File: src/spe_pkg.sv
// constants, carriers and state types of the serial programming command engine
package spe_pkg;
   // ***********************
   // command and reply codes
   // ***********************
   localparam logic [7:0] CMD_SETUP   = 8'h5A;
   localparam logic [7:0] CMD_ERASE   = 8'hF0;
   localparam logic [7:0] CMD_WRITE   = 8'h30;
   localparam logic [7:0] CMD_RAM     = 8'h60;
   localparam logic [7:0] CMD_SUM     = 8'h90;
   localparam logic [7:0] CMD_ID      = 8'hC0;
   localparam logic [7:0] CMD_STAT    = 8'hC3;
   localparam logic [7:0] CMD_PROT    = 8'hFA;
   localparam logic [7:0] ERR_PRE1    = 8'hA1;
   localparam logic [7:0] ERR_PRE2    = 8'hA3;
   localparam logic [7:0] ERR_BAUD    = 8'h62;
   localparam logic [7:0] ERR_CMD     = 8'h63;
   localparam logic [7:0] BAUD_DEF    = 8'h28;
   localparam logic [7:0] ERA_CHIP    = 8'hCF;
   localparam logic [7:0] BYTE_ERASED = 8'hFF;
   localparam logic [7:0] REC_DATA    = 8'h00;
   localparam logic [7:0] REC_END     = 8'h01;
   localparam logic [6:0][7:0] BAUD_CODES = {8'h28, 8'h18, 8'h0A, 8'h07, 8'h06, 8'h05, 8'h04};
   // id value is arbitrary apart from the area bytes C000..FFFF
   localparam logic [12:0][7:0] PROD_ID = {8'hFF, 8'hFF, 8'h00, 8'hC0, 8'h00, 8'h00, 8'h00,
                                           8'h00, 8'h11, 8'h22, 8'h33, 8'h44, 8'h55};
   // ***********************
   // address ranges and lengths
   // ***********************
   localparam logic [15:0] FLASH_BASE  = 16'hC000;
   localparam logic [15:0] BLANK_BASE  = 16'hFFE0;
   localparam int          FLASH_SIZE  = 16384;
   localparam logic [15:0] BLANK_LAST  = 16'h001F;
   localparam logic [15:0] ADDR_LAST   = 16'h0003;
   localparam logic [15:0] ERR_STEP    = 16'h0003;
   localparam logic [3:0]  LEN_ECHO    = 4'h1;
   localparam logic [3:0]  LEN_ERR     = 4'h9;
   localparam logic [3:0]  LEN_SUM     = 4'h2;
   localparam logic [3:0]  LEN_ID      = 4'hD;
   localparam logic [3:0]  LEN_STAT    = 4'h7;
   localparam logic [2:0]  PH_LEN      = 3'h0;
   localparam logic [2:0]  PH_AHI      = 3'h1;
   localparam logic [2:0]  PH_ALO      = 3'h2;
   localparam logic [2:0]  PH_TYP      = 3'h3;
   localparam logic [2:0]  PH_DAT      = 3'h4;
   localparam logic [2:0]  PH_CKS      = 3'h5;
   // ***********************
   // types
   // ***********************
   typedef enum logic [4:0] {
      S_IDLE = 5'h00, S_BAUD = 5'h01, S_BAUDW = 5'h02, S_CMD  = 5'h03, S_POST = 5'h04,
      S_SEND = 5'h05, S_ADDR = 5'h06, S_SCAN  = 5'h07, S_PWCNT = 5'h08, S_PWSTR = 5'h09,
      S_PWOK = 5'h0A, S_AREA = 5'h0B, S_EWAIT = 5'h0C, S_REC  = 5'h0D, S_RUN  = 5'h0E,
      S_EXEC = 5'h0F, S_HALT = 5'h10
   } spe_state_t;
   typedef enum logic [2:0] {
      K_ECHO = 3'h0, K_ERR = 3'h1, K_SUM = 3'h2, K_ID = 3'h3, K_STAT = 3'h4
   } spe_kind_t;
   typedef struct packed {
      logic       vld;
      logic       err;
      logic [7:0] data;
   } spe_rx_t;
   typedef struct packed {
      logic        we;
      logic        ram;
      logic [15:0] addr;
      logic [7:0]  data;
   } spe_mem_t;
   typedef struct packed {
      spe_state_t      st;
      spe_state_t      nx;
      spe_kind_t       knd;
      logic [7:0]      cmd;
      logic [7:0]      b;
      logic [7:0]      code;
      logic [15:0]     a;
      logic [15:0]     pa;
      logic [15:0]     idx;
      logic [7:0]      cnt;
      logic [15:0]     sum;
      logic            blk;
      logic            blank;
      logic            rd_p;
      logic [2:0]      ph;
      logic [7:0]      rlen;
      logic [7:0]      rtyp;
      logic [7:0]      rck;
      logic            first;
      logic [15:0]     run_a;
      logic [15:0]     raddr;
      logic [7:0]      baud;
      logic            baud_ld;
      spe_mem_t        mem;
      logic            erase;
      logic [7:0]      area;
      logic            prot_set;
      logic            prot_clr;
      logic            run;
      logic [1:0][7:0] bd;
      logic [1:0]      bn;
   } spe_st_t;
endpackage : spe_pkg

File: src/spe_engine.sv
// serial programming command engine behind the device uart
// Overview of operation
// [RULE1] erase whole array or 4-kbyte sectors to FFH
// [RULE2] protected: sector erase refused, chip erase unprotects
// [RULE3] password checked before erase/write/loader unless blank
// [RULE4] write data arrives as binary hex records
// [RULE5] end record: send flash sum C000H-FFFFH
// [RULE6] protected: write and loader modes refused
// [RULE7] loader: store records, send sum, jump
// [RULE8] sum mode returns flash sum, no read
// [RULE9] product code output is 13 bytes
// [RULE10] status output is 7 bytes, blank and protection
// [RULE11] protection setting blocks reads, write, loader
// [RULE12] 5AH matched and echoed, else silence
// [RULE13] bad baud byte: A1H A3H 62H, halt
// [RULE14] bad command: A1H A3H 63H, halt
// [RULE15] four password address bytes, no reply
// [RULE16] blank part: controller sends no password
// [RULE17] password mismatch or receive error halts
// [RULE18] area byte: start upper nibble, end lower
// [RULE19] checksum reply upper then lower byte
// [RULE20] after checksum wait for next command
// [RULE21] link 8N1, default 9600 bps
// [RULE22] valid baud byte applied after its echo
// [RULE23] command byte value set
// [RULE24] halted: ignore input, send nothing
module spe_engine #(
   parameter int       FLASH_BYTES = spe_pkg::FLASH_SIZE, // bytes summed from C000H
   parameter bit [6:0] BAUD_OK     = 7'h7F                // allowed rate codes
) (
   input  wire logic              REF_CLK,       // 20 MHz clock
   input  wire logic              SYS_RST,       // sync reset, active high
   input  wire spe_pkg::spe_rx_t  RX,            // received byte from uart
   output logic [7:0]             TX_DATA,       // byte to uart
   output logic                   TX_VALID,      // byte waiting
   input  wire logic              TX_READY,      // uart takes byte
   input  wire logic              TX_IDLE,       // uart shifter empty
   output logic [7:0]             BAUD_SEL,      // active rate code
   output logic                   BAUD_LD,       // pulse: apply BAUD_SEL
   input  wire logic              PROT_ACTIVE,   // stored read protection
   output logic [15:0]            FL_RADDR,      // flash read address
   input  wire logic [7:0]        FL_RDATA,      // flash data at FL_RADDR
   input  wire logic              FL_BUSY,       // flash program/erase busy
   output spe_pkg::spe_mem_t      MEM,           // flash or ram byte write
   output logic                   FL_ERASE,      // pulse: erase area
   output logic [7:0]             FL_ERASE_AREA, // start/end nibbles
   output logic                   PROT_SET,      // pulse: set protection
   output logic                   PROT_CLR,      // pulse: clear protection
   output logic                   RUN,           // pulse: start ram program
   output logic [15:0]            RUN_ADDR,      // ram start address
   output logic                   HALTED         // engine halted
);
   import spe_pkg::*;

   if (FLASH_BYTES < 1 || FLASH_BYTES > FLASH_SIZE) begin : g_chk
      $error("FLASH_BYTES out of range");
   end

   spe_st_t s, n;
   logic    push, pop;
   logic [7:0] pbyte, d;
   logic [1:0] bk;

   // ***********************
   // helpers
   // ***********************
   function automatic logic baud_ok(input logic [7:0] v);
      logic r;
      r = 1'b0;
      for (int i = 0; i < 7; i++) begin
         if (BAUD_OK[i] && v == BAUD_CODES[i]) r = 1'b1;
      end
      return r;
   endfunction : baud_ok

   function automatic logic cmd_ok(input logic [7:0] v);
      return v inside {CMD_ERASE, CMD_WRITE, CMD_RAM, CMD_SUM, CMD_ID, CMD_STAT, CMD_PROT};
   endfunction : cmd_ok

   function automatic logic [3:0] tx_len(input spe_kind_t k);
      unique case (k)
         K_ECHO:  return LEN_ECHO;
         K_ERR:   return LEN_ERR;
         K_SUM:   return LEN_SUM;
         K_ID:    return LEN_ID;
         default: return LEN_STAT;
      endcase
   endfunction : tx_len

   assign d        = RX.data;
   assign TX_VALID = s.bn != 2'h0;
   assign pop      = TX_VALID && TX_READY;
   assign HALTED   = s.st == S_HALT;

   // ***********************
   // next state
   // ***********************
   always_comb begin
      n          = s;
      push       = 1'b0;
      pbyte      = 8'h00;
      bk         = 2'h0;
      n.baud_ld  = 1'b0;
      n.mem.we   = 1'b0;
      n.erase    = 1'b0;
      n.prot_set = 1'b0;
      n.prot_clr = 1'b0;
      n.run      = 1'b0;
      n.rd_p     = 1'b0;
      unique case (s.st)
         S_IDLE: if (RX.vld && !RX.err && d == CMD_SETUP) begin // RULE12
            n.b   = d;
            n.knd = K_ECHO;
            n.idx = 16'h0000;
            n.nx  = S_BAUD;
            n.st  = S_SEND;
         end
         S_BAUD: if (RX.vld) begin
            n.b   = d;
            n.idx = 16'h0000;
            n.st  = S_SEND;
            n.knd = K_ECHO;
            n.nx  = S_BAUDW;
            if (RX.err || !baud_ok(d)) begin // RULE13
               n.knd  = K_ERR;
               n.code = ERR_BAUD;
               n.nx   = S_HALT;
            end
         end
         S_BAUDW: if (s.bn == 2'h0 && TX_IDLE) begin // RULE22
            n.baud    = s.b;
            n.baud_ld = 1'b1;
            n.st      = S_CMD;
         end
         S_CMD: if (RX.vld) begin
            n.cmd = d;
            n.b   = d;
            n.idx = 16'h0000;
            n.st  = S_SEND;
            n.knd = K_ECHO;
            n.nx  = S_POST;
            if (RX.err || !cmd_ok(d)) begin // RULE14 RULE23
               n.knd  = K_ERR;
               n.code = ERR_CMD;
               n.nx   = S_HALT;
            end
         end
         S_POST: begin
            n.idx   = 16'h0000;
            n.sum   = 16'h0000;
            n.blank = 1'b1;
            n.st    = S_CMD;
            unique case (s.cmd)
               CMD_ERASE: n.st = S_ADDR;
               CMD_WRITE, CMD_RAM: n.st = PROT_ACTIVE ? S_HALT : S_ADDR; // RULE6
               CMD_SUM: begin // RULE8
                  n.blk = 1'b0;
                  n.st  = S_SCAN;
               end
               CMD_ID: begin // RULE9
                  n.knd = K_ID;
                  n.nx  = S_CMD;
                  n.st  = S_SEND;
               end
               CMD_STAT: begin // RULE10
                  n.blk = 1'b1;
                  n.st  = S_SCAN;
               end
               default: n.prot_set = 1'b1; // RULE11
            endcase
         end
         S_SEND: if (s.bn != 2'h2) begin
            push  = 1'b1;
            n.idx = s.idx + 16'h0001;
            unique case (s.knd)
               K_ECHO: pbyte = s.b;
               K_ERR:  pbyte = s.idx < ERR_STEP ? ERR_PRE1 :
                               s.idx < 16'(2 * ERR_STEP) ? ERR_PRE2 : s.code; // RULE13 RULE14
               K_SUM:  pbyte = s.idx == 16'h0000 ? s.sum[15:8] : s.sum[7:0]; // RULE19
               K_ID:   pbyte = PROD_ID[4'(LEN_ID - 4'h1 - s.idx[3:0])];
               default: pbyte = s.idx == 16'h0000 ? {6'h00, PROT_ACTIVE, s.blank} : 8'h00;
            endcase
            if (s.idx[3:0] == tx_len(s.knd) - 4'h1) begin
               n.st  = s.nx;
               n.idx = 16'h0000;
            end
         end
         S_ADDR: if (RX.vld) begin // RULE15
            if (RX.err) n.st = S_HALT; // RULE17
            else begin
               if (s.idx < 16'h0002) n.a = {s.a[7:0], d};
               else n.pa = {s.pa[7:0], d};
               n.idx = s.idx + 16'h0001;
               if (s.idx == ADDR_LAST) begin
                  n.idx   = 16'h0000;
                  n.blk   = 1'b1;
                  n.blank = 1'b1;
                  n.st    = S_SCAN;
               end
            end
         end
         S_SCAN: if (!s.rd_p) begin
            n.raddr = (s.blk ? BLANK_BASE : FLASH_BASE) + s.idx; // RULE5 RULE8
            n.rd_p  = 1'b1;
         end else begin
            n.idx = s.idx + 16'h0001;
            if (s.blk) begin
               n.blank = s.blank && FL_RDATA == BYTE_ERASED;
               if (s.idx == BLANK_LAST) begin
                  n.idx = 16'h0000;
                  if (s.cmd == CMD_STAT) begin
                     n.knd = K_STAT;
                     n.nx  = S_CMD;
                     n.st  = S_SEND;
                  end else n.st = n.blank ? S_PWOK : S_PWCNT; // RULE3 RULE16
               end
            end else begin
               n.sum = s.sum + {8'h00, FL_RDATA};
               if (s.idx == 16'(FLASH_BYTES - 1)) begin
                  n.idx = 16'h0000;
                  n.knd = K_SUM;
                  n.nx  = S_CMD; // RULE20
                  n.st  = S_SEND;
               end
            end
         end
         S_PWCNT: if (!s.rd_p) begin
            n.raddr = s.a;
            n.rd_p  = 1'b1;
         end else begin
            n.cnt = FL_RDATA;
            n.idx = 16'h0000;
            n.st  = FL_RDATA == 8'h00 ? S_PWOK : S_PWSTR;
         end
         S_PWSTR: if (s.rd_p) begin
            n.idx = s.idx + 16'h0001;
            n.cnt = s.cnt - 8'h01;
            if (FL_RDATA != s.b) n.st = S_HALT; // RULE3 RULE17
            else if (s.cnt == 8'h01) n.st = S_PWOK;
         end else if (RX.vld) begin
            if (RX.err) n.st = S_HALT; // RULE17
            n.b     = d;
            n.raddr = s.pa + s.idx;
            n.rd_p  = !RX.err;
         end
         S_PWOK: begin
            n.ph    = PH_LEN;
            n.sum   = 16'h0000;
            n.first = 1'b1;
            n.st    = s.cmd == CMD_ERASE ? S_AREA : S_REC;
         end
         S_AREA: if (RX.vld) begin // RULE18
            if (RX.err || (PROT_ACTIVE && d != ERA_CHIP)) n.st = S_HALT; // RULE2
            else begin
               n.erase    = 1'b1; // RULE1
               n.area     = d;
               n.prot_clr = d == ERA_CHIP; // RULE2
               n.idx      = 16'h0000;
               n.st       = S_EWAIT;
            end
         end
         S_EWAIT: if (s.idx == 16'h0000) n.idx = 16'h0001;
         else if (!FL_BUSY) begin
            n.idx = 16'h0000;
            n.sum = 16'h0000;
            n.blk = 1'b0;
            n.st  = S_SCAN;
         end
         S_REC: if (RX.vld) begin // RULE4
            n.rck = s.rck + d;
            if (RX.err) n.st = S_HALT;
            else unique case (s.ph)
               PH_LEN: begin
                  n.rlen = d;
                  n.rck  = d;
                  n.ph   = PH_AHI;
               end
               PH_AHI: begin
                  n.a[15:8] = d;
                  n.ph      = PH_ALO;
               end
               PH_ALO: begin
                  n.a[7:0] = d;
                  n.ph     = PH_TYP;
               end
               PH_TYP: begin
                  n.rtyp = d;
                  n.cnt  = s.rlen;
                  n.ph   = s.rlen == 8'h00 ? PH_CKS : PH_DAT;
               end
               PH_DAT: begin
                  n.mem.we   = s.rtyp == REC_DATA;
                  n.mem.ram  = s.cmd == CMD_RAM;
                  n.mem.addr = s.a;
                  n.mem.data = d;
                  n.a        = s.a + 16'h0001;
                  n.cnt      = s.cnt - 8'h01;
                  if (s.cmd == CMD_RAM) n.sum = s.sum + {8'h00, d}; // RULE7
                  if (s.first && s.rtyp == REC_DATA) begin
                     n.run_a = s.a;
                     n.first = 1'b0;
                  end
                  if (s.cnt == 8'h01) n.ph = PH_CKS;
               end
               default: begin
                  n.ph = PH_LEN;
                  if (n.rck != 8'h00) n.st = S_HALT;
                  else if (s.rtyp == REC_END) begin
                     n.idx = 16'h0000;
                     if (s.cmd == CMD_WRITE) begin // RULE5
                        n.sum = 16'h0000;
                        n.blk = 1'b0;
                        n.st  = S_SCAN;
                     end else begin // RULE7
                        n.knd = K_SUM;
                        n.nx  = S_RUN;
                        n.st  = S_SEND;
                     end
                  end
               end
            endcase
         end
         S_RUN: if (s.bn == 2'h0) begin // RULE7
            n.run = 1'b1;
            n.st  = S_EXEC;
         end
         S_EXEC, S_HALT: ; // RULE24
         default: n.st = S_HALT;
      endcase
      // two-entry transmit buffer
      bk = s.bn - {1'b0, pop};
      if (pop) begin
         n.bd[0] = s.bd[1];
      end
      if (push) begin
         n.bd[bk[0]] = pbyte;
      end
      n.bn = bk + {1'b0, push};
   end

   always_ff @(posedge REF_CLK) begin
      if (SYS_RST) begin
         s      <= '0;
         s.st   <= S_IDLE;
         s.nx   <= S_IDLE;
         s.baud <= BAUD_DEF; // RULE21
      end else begin
         s <= n;
      end
   end

   assign TX_DATA       = s.bd[0];
   assign BAUD_SEL      = s.baud;
   assign BAUD_LD       = s.baud_ld;
   assign FL_RADDR      = s.raddr;
   assign MEM           = s.mem;
   assign FL_ERASE      = s.erase;
   assign FL_ERASE_AREA = s.area;
   assign PROT_SET      = s.prot_set;
   assign PROT_CLR      = s.prot_clr;
   assign RUN           = s.run;
   assign RUN_ADDR      = s.run_a;
endmodule : spe_engine

File: config.mk
export PLATFORM = sky130hd
export DESIGN_NAME = spe_engine
export DESIGN_NICKNAME = d
export VERILOG_FILES = /design/src/spe_pkg.sv /design/src/spe_engine.sv
export SDC_FILE = /design/constraint.sdc
export NUM_CORES = 1
export LEC_CHECK = 0
export BUFFER_PORTS_ARGS = -buffer_cell sky130_fd_sc_hd__buf_2
export CORE_ASPECT_RATIO = 0.75
export CORE_MARGIN = 3
export CORE_UTILIZATION = 60
export DETAILED_ROUTE_END_ITERATION = 10
export MAX_ROUTING_LAYER = met4
export PLACE_DENSITY = 0.77
export SYNTH_ARGS = -nofsm -noshare
export SYNTH_HDL_FRONTEND = slang
export SYNTH_SLANG_ARGS = --single-unit
export TNS_END_PERCENT = 1
File: constraint.sdc
create_clock -name REF_CLK -period 9.3 [get_ports REF_CLK]
set_clock_uncertainty 0.15 [all_clocks]
set_input_delay 2.79 -clock REF_CLK [delete_from_list [all_inputs] [get_ports REF_CLK]]
set_output_delay 2.79 -clock REF_CLK [all_outputs]
set_load 0.005 [all_outputs]
==> run metrics, run 1 <==
busiest grt layer met1; number of vias per cell 6.57; cts bufs inserted 24; Final Slew Violations 0; final wirelength 45300 um; 1st-iter DRT viols 1747; Site Rows 48; grt ovf 0; CTS Hold Bufs 0; RePlAce Congestion 1.03; Setup CP Type primary input to flop; Setup Viol. Count Final 0; register area share after synthesis 0.317; Max Cap Viol 0; Top FF cell, synth dfxtp_1; leakage 6.34 nW; Ys Warns 0; Post-CTS Setup Inserts 0; Resize count post-CTS 0; met3 Use GR 0.0859; die footprint 0.0262 mm^2; CTS clk-pin slew, worst paths 0.07 ns; clock latency on the worst-skew pair 0.55 ns; Slew @ Worst Pin 1.08 ns; Sink Count 231; Max clock buf depth 3; peak supply drop 0.000152 V; CTS tree yes; RR Endpoint FL_RADDR[13]$_SDFFE_PP0P_; dpl ws 2.37 ns; Post-Syn Nets 1966; drt first pass iters 6; Slew HR 0.277; Mean Syn Cell Area 7.72 um^2; pwr dens 198 mW/mm^2; boundary pin count 113; root buffer cell clkbuf_16; FMAX 0.152 GHz; vias in the first global route 12900; hpwl dp 32400 um; setup TNS 0 ns; Core Footprint 0.0234 mm^2; Tmin final 6.57 ns; post-synth top area cell dfxtp_1; Max stage delay on crit path 0.96 ns; CP max stage cell a2111oi_1; IO buf count 112; critical path launch point type primary input; crit path max fanout 30; RSZ-0062 raised after global routing false; ys async rst share 0; met1 Usage GRT 0.501; DR WL/cell 21.0 um; H-tree Lvls 1; Post-synth EDFFs 0; Synth top area share 0.317; Crit path top cell by count o21ai_0; crit end category flop; Initial Util 0.623; DIE WIDTH 186 um; Hold Crit Class flop to flop; Final Hold Fails 0; Worst R2R Start s[233]$_SDFFE_PP0P_; Final WS setup 2.73 ns; outcome finished clean; largest net degree at the start of global routing 88; Synth Register Bits 231; cells after synthesis 1890; WHS 0.301 ns; R2R Setup Slk 4.86 ns; Die H 141 um; crit path launch RX[0]; post-synth cell types 87; # diodes 0; initial antenna violation count 0; total number of vias 14200; global-route wire length before repair 71300 um; FF-to-FF path depth 14; Synth area leaders dfxtp_1, nor2_1, nand2_1, a21oi_1, mux2i_1; Mapped Area 0.0146 mm^2; DRT antenna net count 0; met2 usage 0.481; Final nets 1914; worst endpoint required time 9.59 ns; Remaining DRCs 0; CP cell instances buf_2 > ha_1 > fa_1 > a211oi_1 > o21ba_2 > o21ai_0 > a2111oi_1 > nand4b_1 > a21oi_2 > buf_4 > o21ai_0 > a32o_1; fraction of layout cells with a size suffix above 1 0.114; Data arrival, critical path 6.87 ns; Layout area overhead 5.90%; period utilisation layout 0.707; Setup crit end s[138]$_SDFFE_PP0P_; GRT Overall Usage 0.346
==> how the worst min path moves through the flow <==
stage	cells after the start	slack (ns)	start	endpoint
2_1_floorplan	2	0.28	s[228]$_SDFFE_PP0P_	s[228]$_SDFFE_PP0P_
3_3_place_gp	2	0.29	MEM[4]$_SDFFE_PP0P_	MEM[4]$_SDFFE_PP0P_
3_5_place_dp	2	0.30	MEM[21]$_SDFFE_PP0P_	MEM[21]$_SDFFE_PP0P_
4_1_cts	2	0.30	RUN_ADDR[13]$_SDFFE_PP0P_	RUN_ADDR[13]$_SDFFE_PP0P_
5_1_grt	2	0.33	MEM[5]$_SDFFE_PP0P_	MEM[5]$_SDFFE_PP0P_
6_report	2	0.30	MEM[18]$_SDFFE_PP0P_	MEM[18]$_SDFFE_PP0P_
==> Yosys cell counts, drive strengths merged, types with 9 or more instances <==
cell type,instances
dfxtp,231
nor2,218
nand2,215
a21oi,151
clkbuf,109
buf,99
o21ai,85
mux2i,71
nor3,58
inv,54
nand3,50
ha,48
a211oi,35
xnor2,34
xor2,24
nand4,23
nor2b,22
a311oi,19
a21o,18
and2,18
nand2b,18
nor4,18
or3,18
a22oi,17
and3,15
o21a,13
a31oi,12
and4,10
o211ai,10
or4,9
==> report_power, final <==
| group | switching, mW | internal (mW) | leakage [nW] |
|---|---|---|---|
| Combinational | 0.583 | 0.324 | 4.06 |
| Clock | 0.434 | 0.614 | 0.419 |
| Sequential | 0.0743 | 1.04 | 1.86 |
| Total | 1.09 | 1.98 | 6.34 |
==> sequential cells by signal, indices dropped and copies added, names as in the netlist <==
name	count
PROT_CLR	1
FL_RADDR	16
FL_ERASE	1
s	144
MEM	26
PROT_SET	1
TX_DATA	8
BAUD_SEL	8
FL_ERASE_AREA	8
RUN	1
BAUD_LD	1
RUN_ADDR	16
==> cells in the final DEF (no fill, tap or decap), drive strengths merged, types with 12 or more instances in the layout <==
| cell type | instances |
|---|---|
| nand4 | 23 |
| nor2b | 22 |
| xnor2 | 34 |
| buf | 130 |
| a211oi | 35 |
| a31oi | 12 |
| inv | 56 |
| or3 | 18 |
| o21a | 13 |
| clkbuf | 34 |
| nand2b | 18 |
| ha | 48 |
| and3 | 15 |
| o21ai | 85 |
| and2 | 18 |
| a21oi | 151 |
| a21o | 18 |
| dfxtp | 231 |
| nor2 | 218 |
| mux2i | 71 |
| nand3 | 50 |
| a311oi | 19 |
| nand2 | 215 |
| nor4 | 18 |
| nor3 | 58 |
| a22oi | 17 |
| xor2 | 24 |
==> through the flow <==
step	total power, mW	util	instance area, um^2	std cells
2_1_floorplan	1.76	-	14600	1890
3_3_place_gp	1.99	0.623	14600	2112
3_5_place_dp	2.00	0.623	14600	2112
4_1_cts	3.04	0.660	15500	2156
5_1_grt	3.20	0.660	15500	2156
6_report	3.07	0.660	15500	2156
==> layout make-up <==
type | count | area (um^2)
multi-input cells | 1397 | 8690
fillers | 2077 | 7970
flip-flops and latches | 231 | 4620
repair buffers | 130 | 702
clock buffers | 34 | 698
well taps | 300 | 375
inverters | 54 | 203
clock inverters | 10 | 164
==> worst max-delay path: cells and delay by family <==
family / cells / cell delay (ns)
AND/OR/NAND/NOR: 1 / 0.31
adder cells (fa/ha/maj): 2 / 0.71
buffers and inverters: 2 / 0.58
AO/OA/AOI/OAI: 7 / 2.47
==> cell families (layout without fill, tap and decap cells) <==
logic type	after synthesis	count (layout)	share of synthesized area
multiplexers	74	74	0.0510
AO/OA/AOI/OAI	484	484	0.222
flip-flops	231	231	0.317
XOR/XNOR	58	58	0.0348
AND/OR/NAND/NOR	729	729	0.239
buffers and inverters	262	228	0.0894
adder cells (fa/ha/maj)	52	52	0.0466
==> per-layer routing <==
metal / up-vias / part of all wire
li1: 6608 / -
met1: 6747 / 0.45
met2: 704 / 0.41
met3: 108 / 0.11
met4: 0 / 0.028
met5: - / 0
Power figures use the tool's default switching activity.
==> run 2: changes to the inputs <==
==> constraint.sdc (replaced) <==
create_clock -name REF_CLK -period 6.6 [get_ports REF_CLK]
set_clock_uncertainty 0.15 [all_clocks]
set_input_delay 1.98 -clock REF_CLK [delete_from_list [all_inputs] [get_ports REF_CLK]]
set_output_delay 1.98 -clock REF_CLK [all_outputs]
set_load 0.005 [all_outputs]
==> run metrics, run 2 (same netlist as run 1, synthesis figures left out) <==
hpwl dp 32500 um; Gate power share 0.299; dpl ws 0.920 ns; DR WL/cell 21.1 um; H-tree Lvls 1; largest net degree at the start of global routing 108; total number of vias 14100; Final WS setup 1.34 ns; 1st-iter DRT viols 1731; CTS clk-pin slew, worst paths 0.07 ns; Worst R2R Start s[236]$_SDFFE_PP0P_; boundary pin count 113; commonest non-fill, non-tap cell in the layout dfxtp_1; DIE WIDTH 186 um; GRT Overall Usage 0.349; setup TNS 0 ns; Layout area overhead 5.43%; Finished Layout Cells 2155; pwr dens 275 mW/mm^2; Initial Util 0.623; Final Util 0.657; Setup Viol. Count Final 0; # diodes 0; FMAX 0.190 GHz; max reg flops 144; Die H 141 um; Sw Ratio 0.363; Post-CTS Setup Inserts 0; Tmin final 5.26 ns; Max Cap Viol 0; Slew HR 0.234; outcome finished clean; Hold Crit Start MEM[18]$_SDFFE_PP0P_; RSZ-0062 raised after global routing false; Final Slew Violations 0; Core Footprint 0.0234 mm^2; die footprint 0.0262 mm^2; Crit path top cell by count o21ai_0; Hold Crit Class flop to flop; CP max stage cell a2111o_1; placed insts 2112; crit end category flop; CTS Hold Bufs 0; leakage 6.31 nW; Final Hold Fails 0; peak supply drop 0.000203 V; grt ovf 0; DRT antenna net count 0; final wirelength 45500 um; Switch Pwr 1.53 mW; cts bufs inserted 24; fraction of layout cells with a size suffix above 1 0.114; Resize count post-CTS 0; drt first pass iters 7; IO buf count 112; Sink Count 231; CP cell instances buf_2 > ha_1 > fa_1 > a211oi_1 > o21ba_2 > o21ai_0 > a2111o_1 > o21ai_0 > buf_4 > nand2b_1 > o21ai_2 > nor2_1; vias in the first global route 12900; Setup CP Type primary input to flop; Max stage delay on crit path 0.49 ns; RePlAce Congestion 1.04; Final nets 1914; Site Rows 48; Slew @ Worst Pin 1.15 ns; critical path launch point type primary input; root buffer cell clkbuf_16; crit path max fanout 17; crit path launch RX[0]; CTS tree yes; P_int 2.69 mW; number of vias per cell 6.55; period utilisation layout 0.797; Flop pwr share 0.370; Fill cells 2032; worst endpoint required time 6.88 ns; global-route wire length before repair 71900 um; Remaining DRCs 0; Max clock buf depth 3; clock group share of total power 0.331; commonest non-fill, non-tap cells in the layout dfxtp_1, nor2_1, nand2_1, a21oi_1, buf_2; Data arrival, critical path 5.53 ns; Top reg by flops s; clock latency on the worst-skew pair 0.54 ns; initial antenna violation count 0
-- run 2: cell types whose count changed in the layout (fill, tap and decap cells not counted), sizes merged --
| cell | previous run | this run |
|---|---|---|
| bufinv | 3 | 1 |
| clkbuf | 34 | 33 |
| clkinv | 4 | 6 |
| clkinvlp | 1 | 2 |
| inv | 56 | 55 |
-- run 2: worst paths after layout --
kind | slack (ns) | to | depth (start not counted)
min reg2reg | 0.30 | MEM[18]$_SDFFE_PP0P_ | 2
min | 0.30 | MEM[18]$_SDFFE_PP0P_ | 2
max | 1.34 | s[163]$_SDFFE_PP0P_ | 12
max reg2reg | 2.13 | FL_RADDR[15]$_SDFFE_PP0P_ | 14
-- run 2: final cells by class --
cell class	count	area, um^2	area share
tap	300	375	0.0244
multi-input combinational	1397	8690	0.565
clock inverter	10	98.8	0.00643
inverter	54	203	0.0132
sequential	231	4620	0.301
timing repair buffer	130	702	0.0456
clock buffer	33	694	0.0451
-- run 2: layer usage --
metal	global-route usage	wire length, um
met2	0.485	19000
met4	0.0572	639
met5	-	0
met1	0.523	20500
met3	0.0820	5440
-- run 2: power groups by stage --
stage | Clock [mW] | Sequential (mW) | Combinational [mW]
after floorplan | 0 | 1.53 | 0.947
after global placement | 0 | 1.59 | 1.20
after detailed placement | 0 | 1.59 | 1.22
after CTS | 1.39 | 1.56 | 1.23
after global routing | 1.45 | 1.57 | 1.37
final | 1.40 | 1.57 | 1.26
-- run 2: stage by stage --
step	power (mW)	hold slack (ns)	instance area, um^2
final	4.23	0.301	15400
after global routing	4.40	0.325	15400
after CTS	4.18	0.305	15400
after detailed placement	2.81	0.296	14600
after global placement	2.79	0.291	14600
after floorplan	2.48	0.282	14600
-- run 2: worst max-delay path, delay by kind of cell --
kind | cells | cell delay (ns)
AO/OA/AOI/OAI | 6 | 1.99
buffers and inverters | 2 | 0.50
AND/OR/NAND/NOR | 2 | 0.36
adder cells (fa/ha/maj) | 2 | 0.70
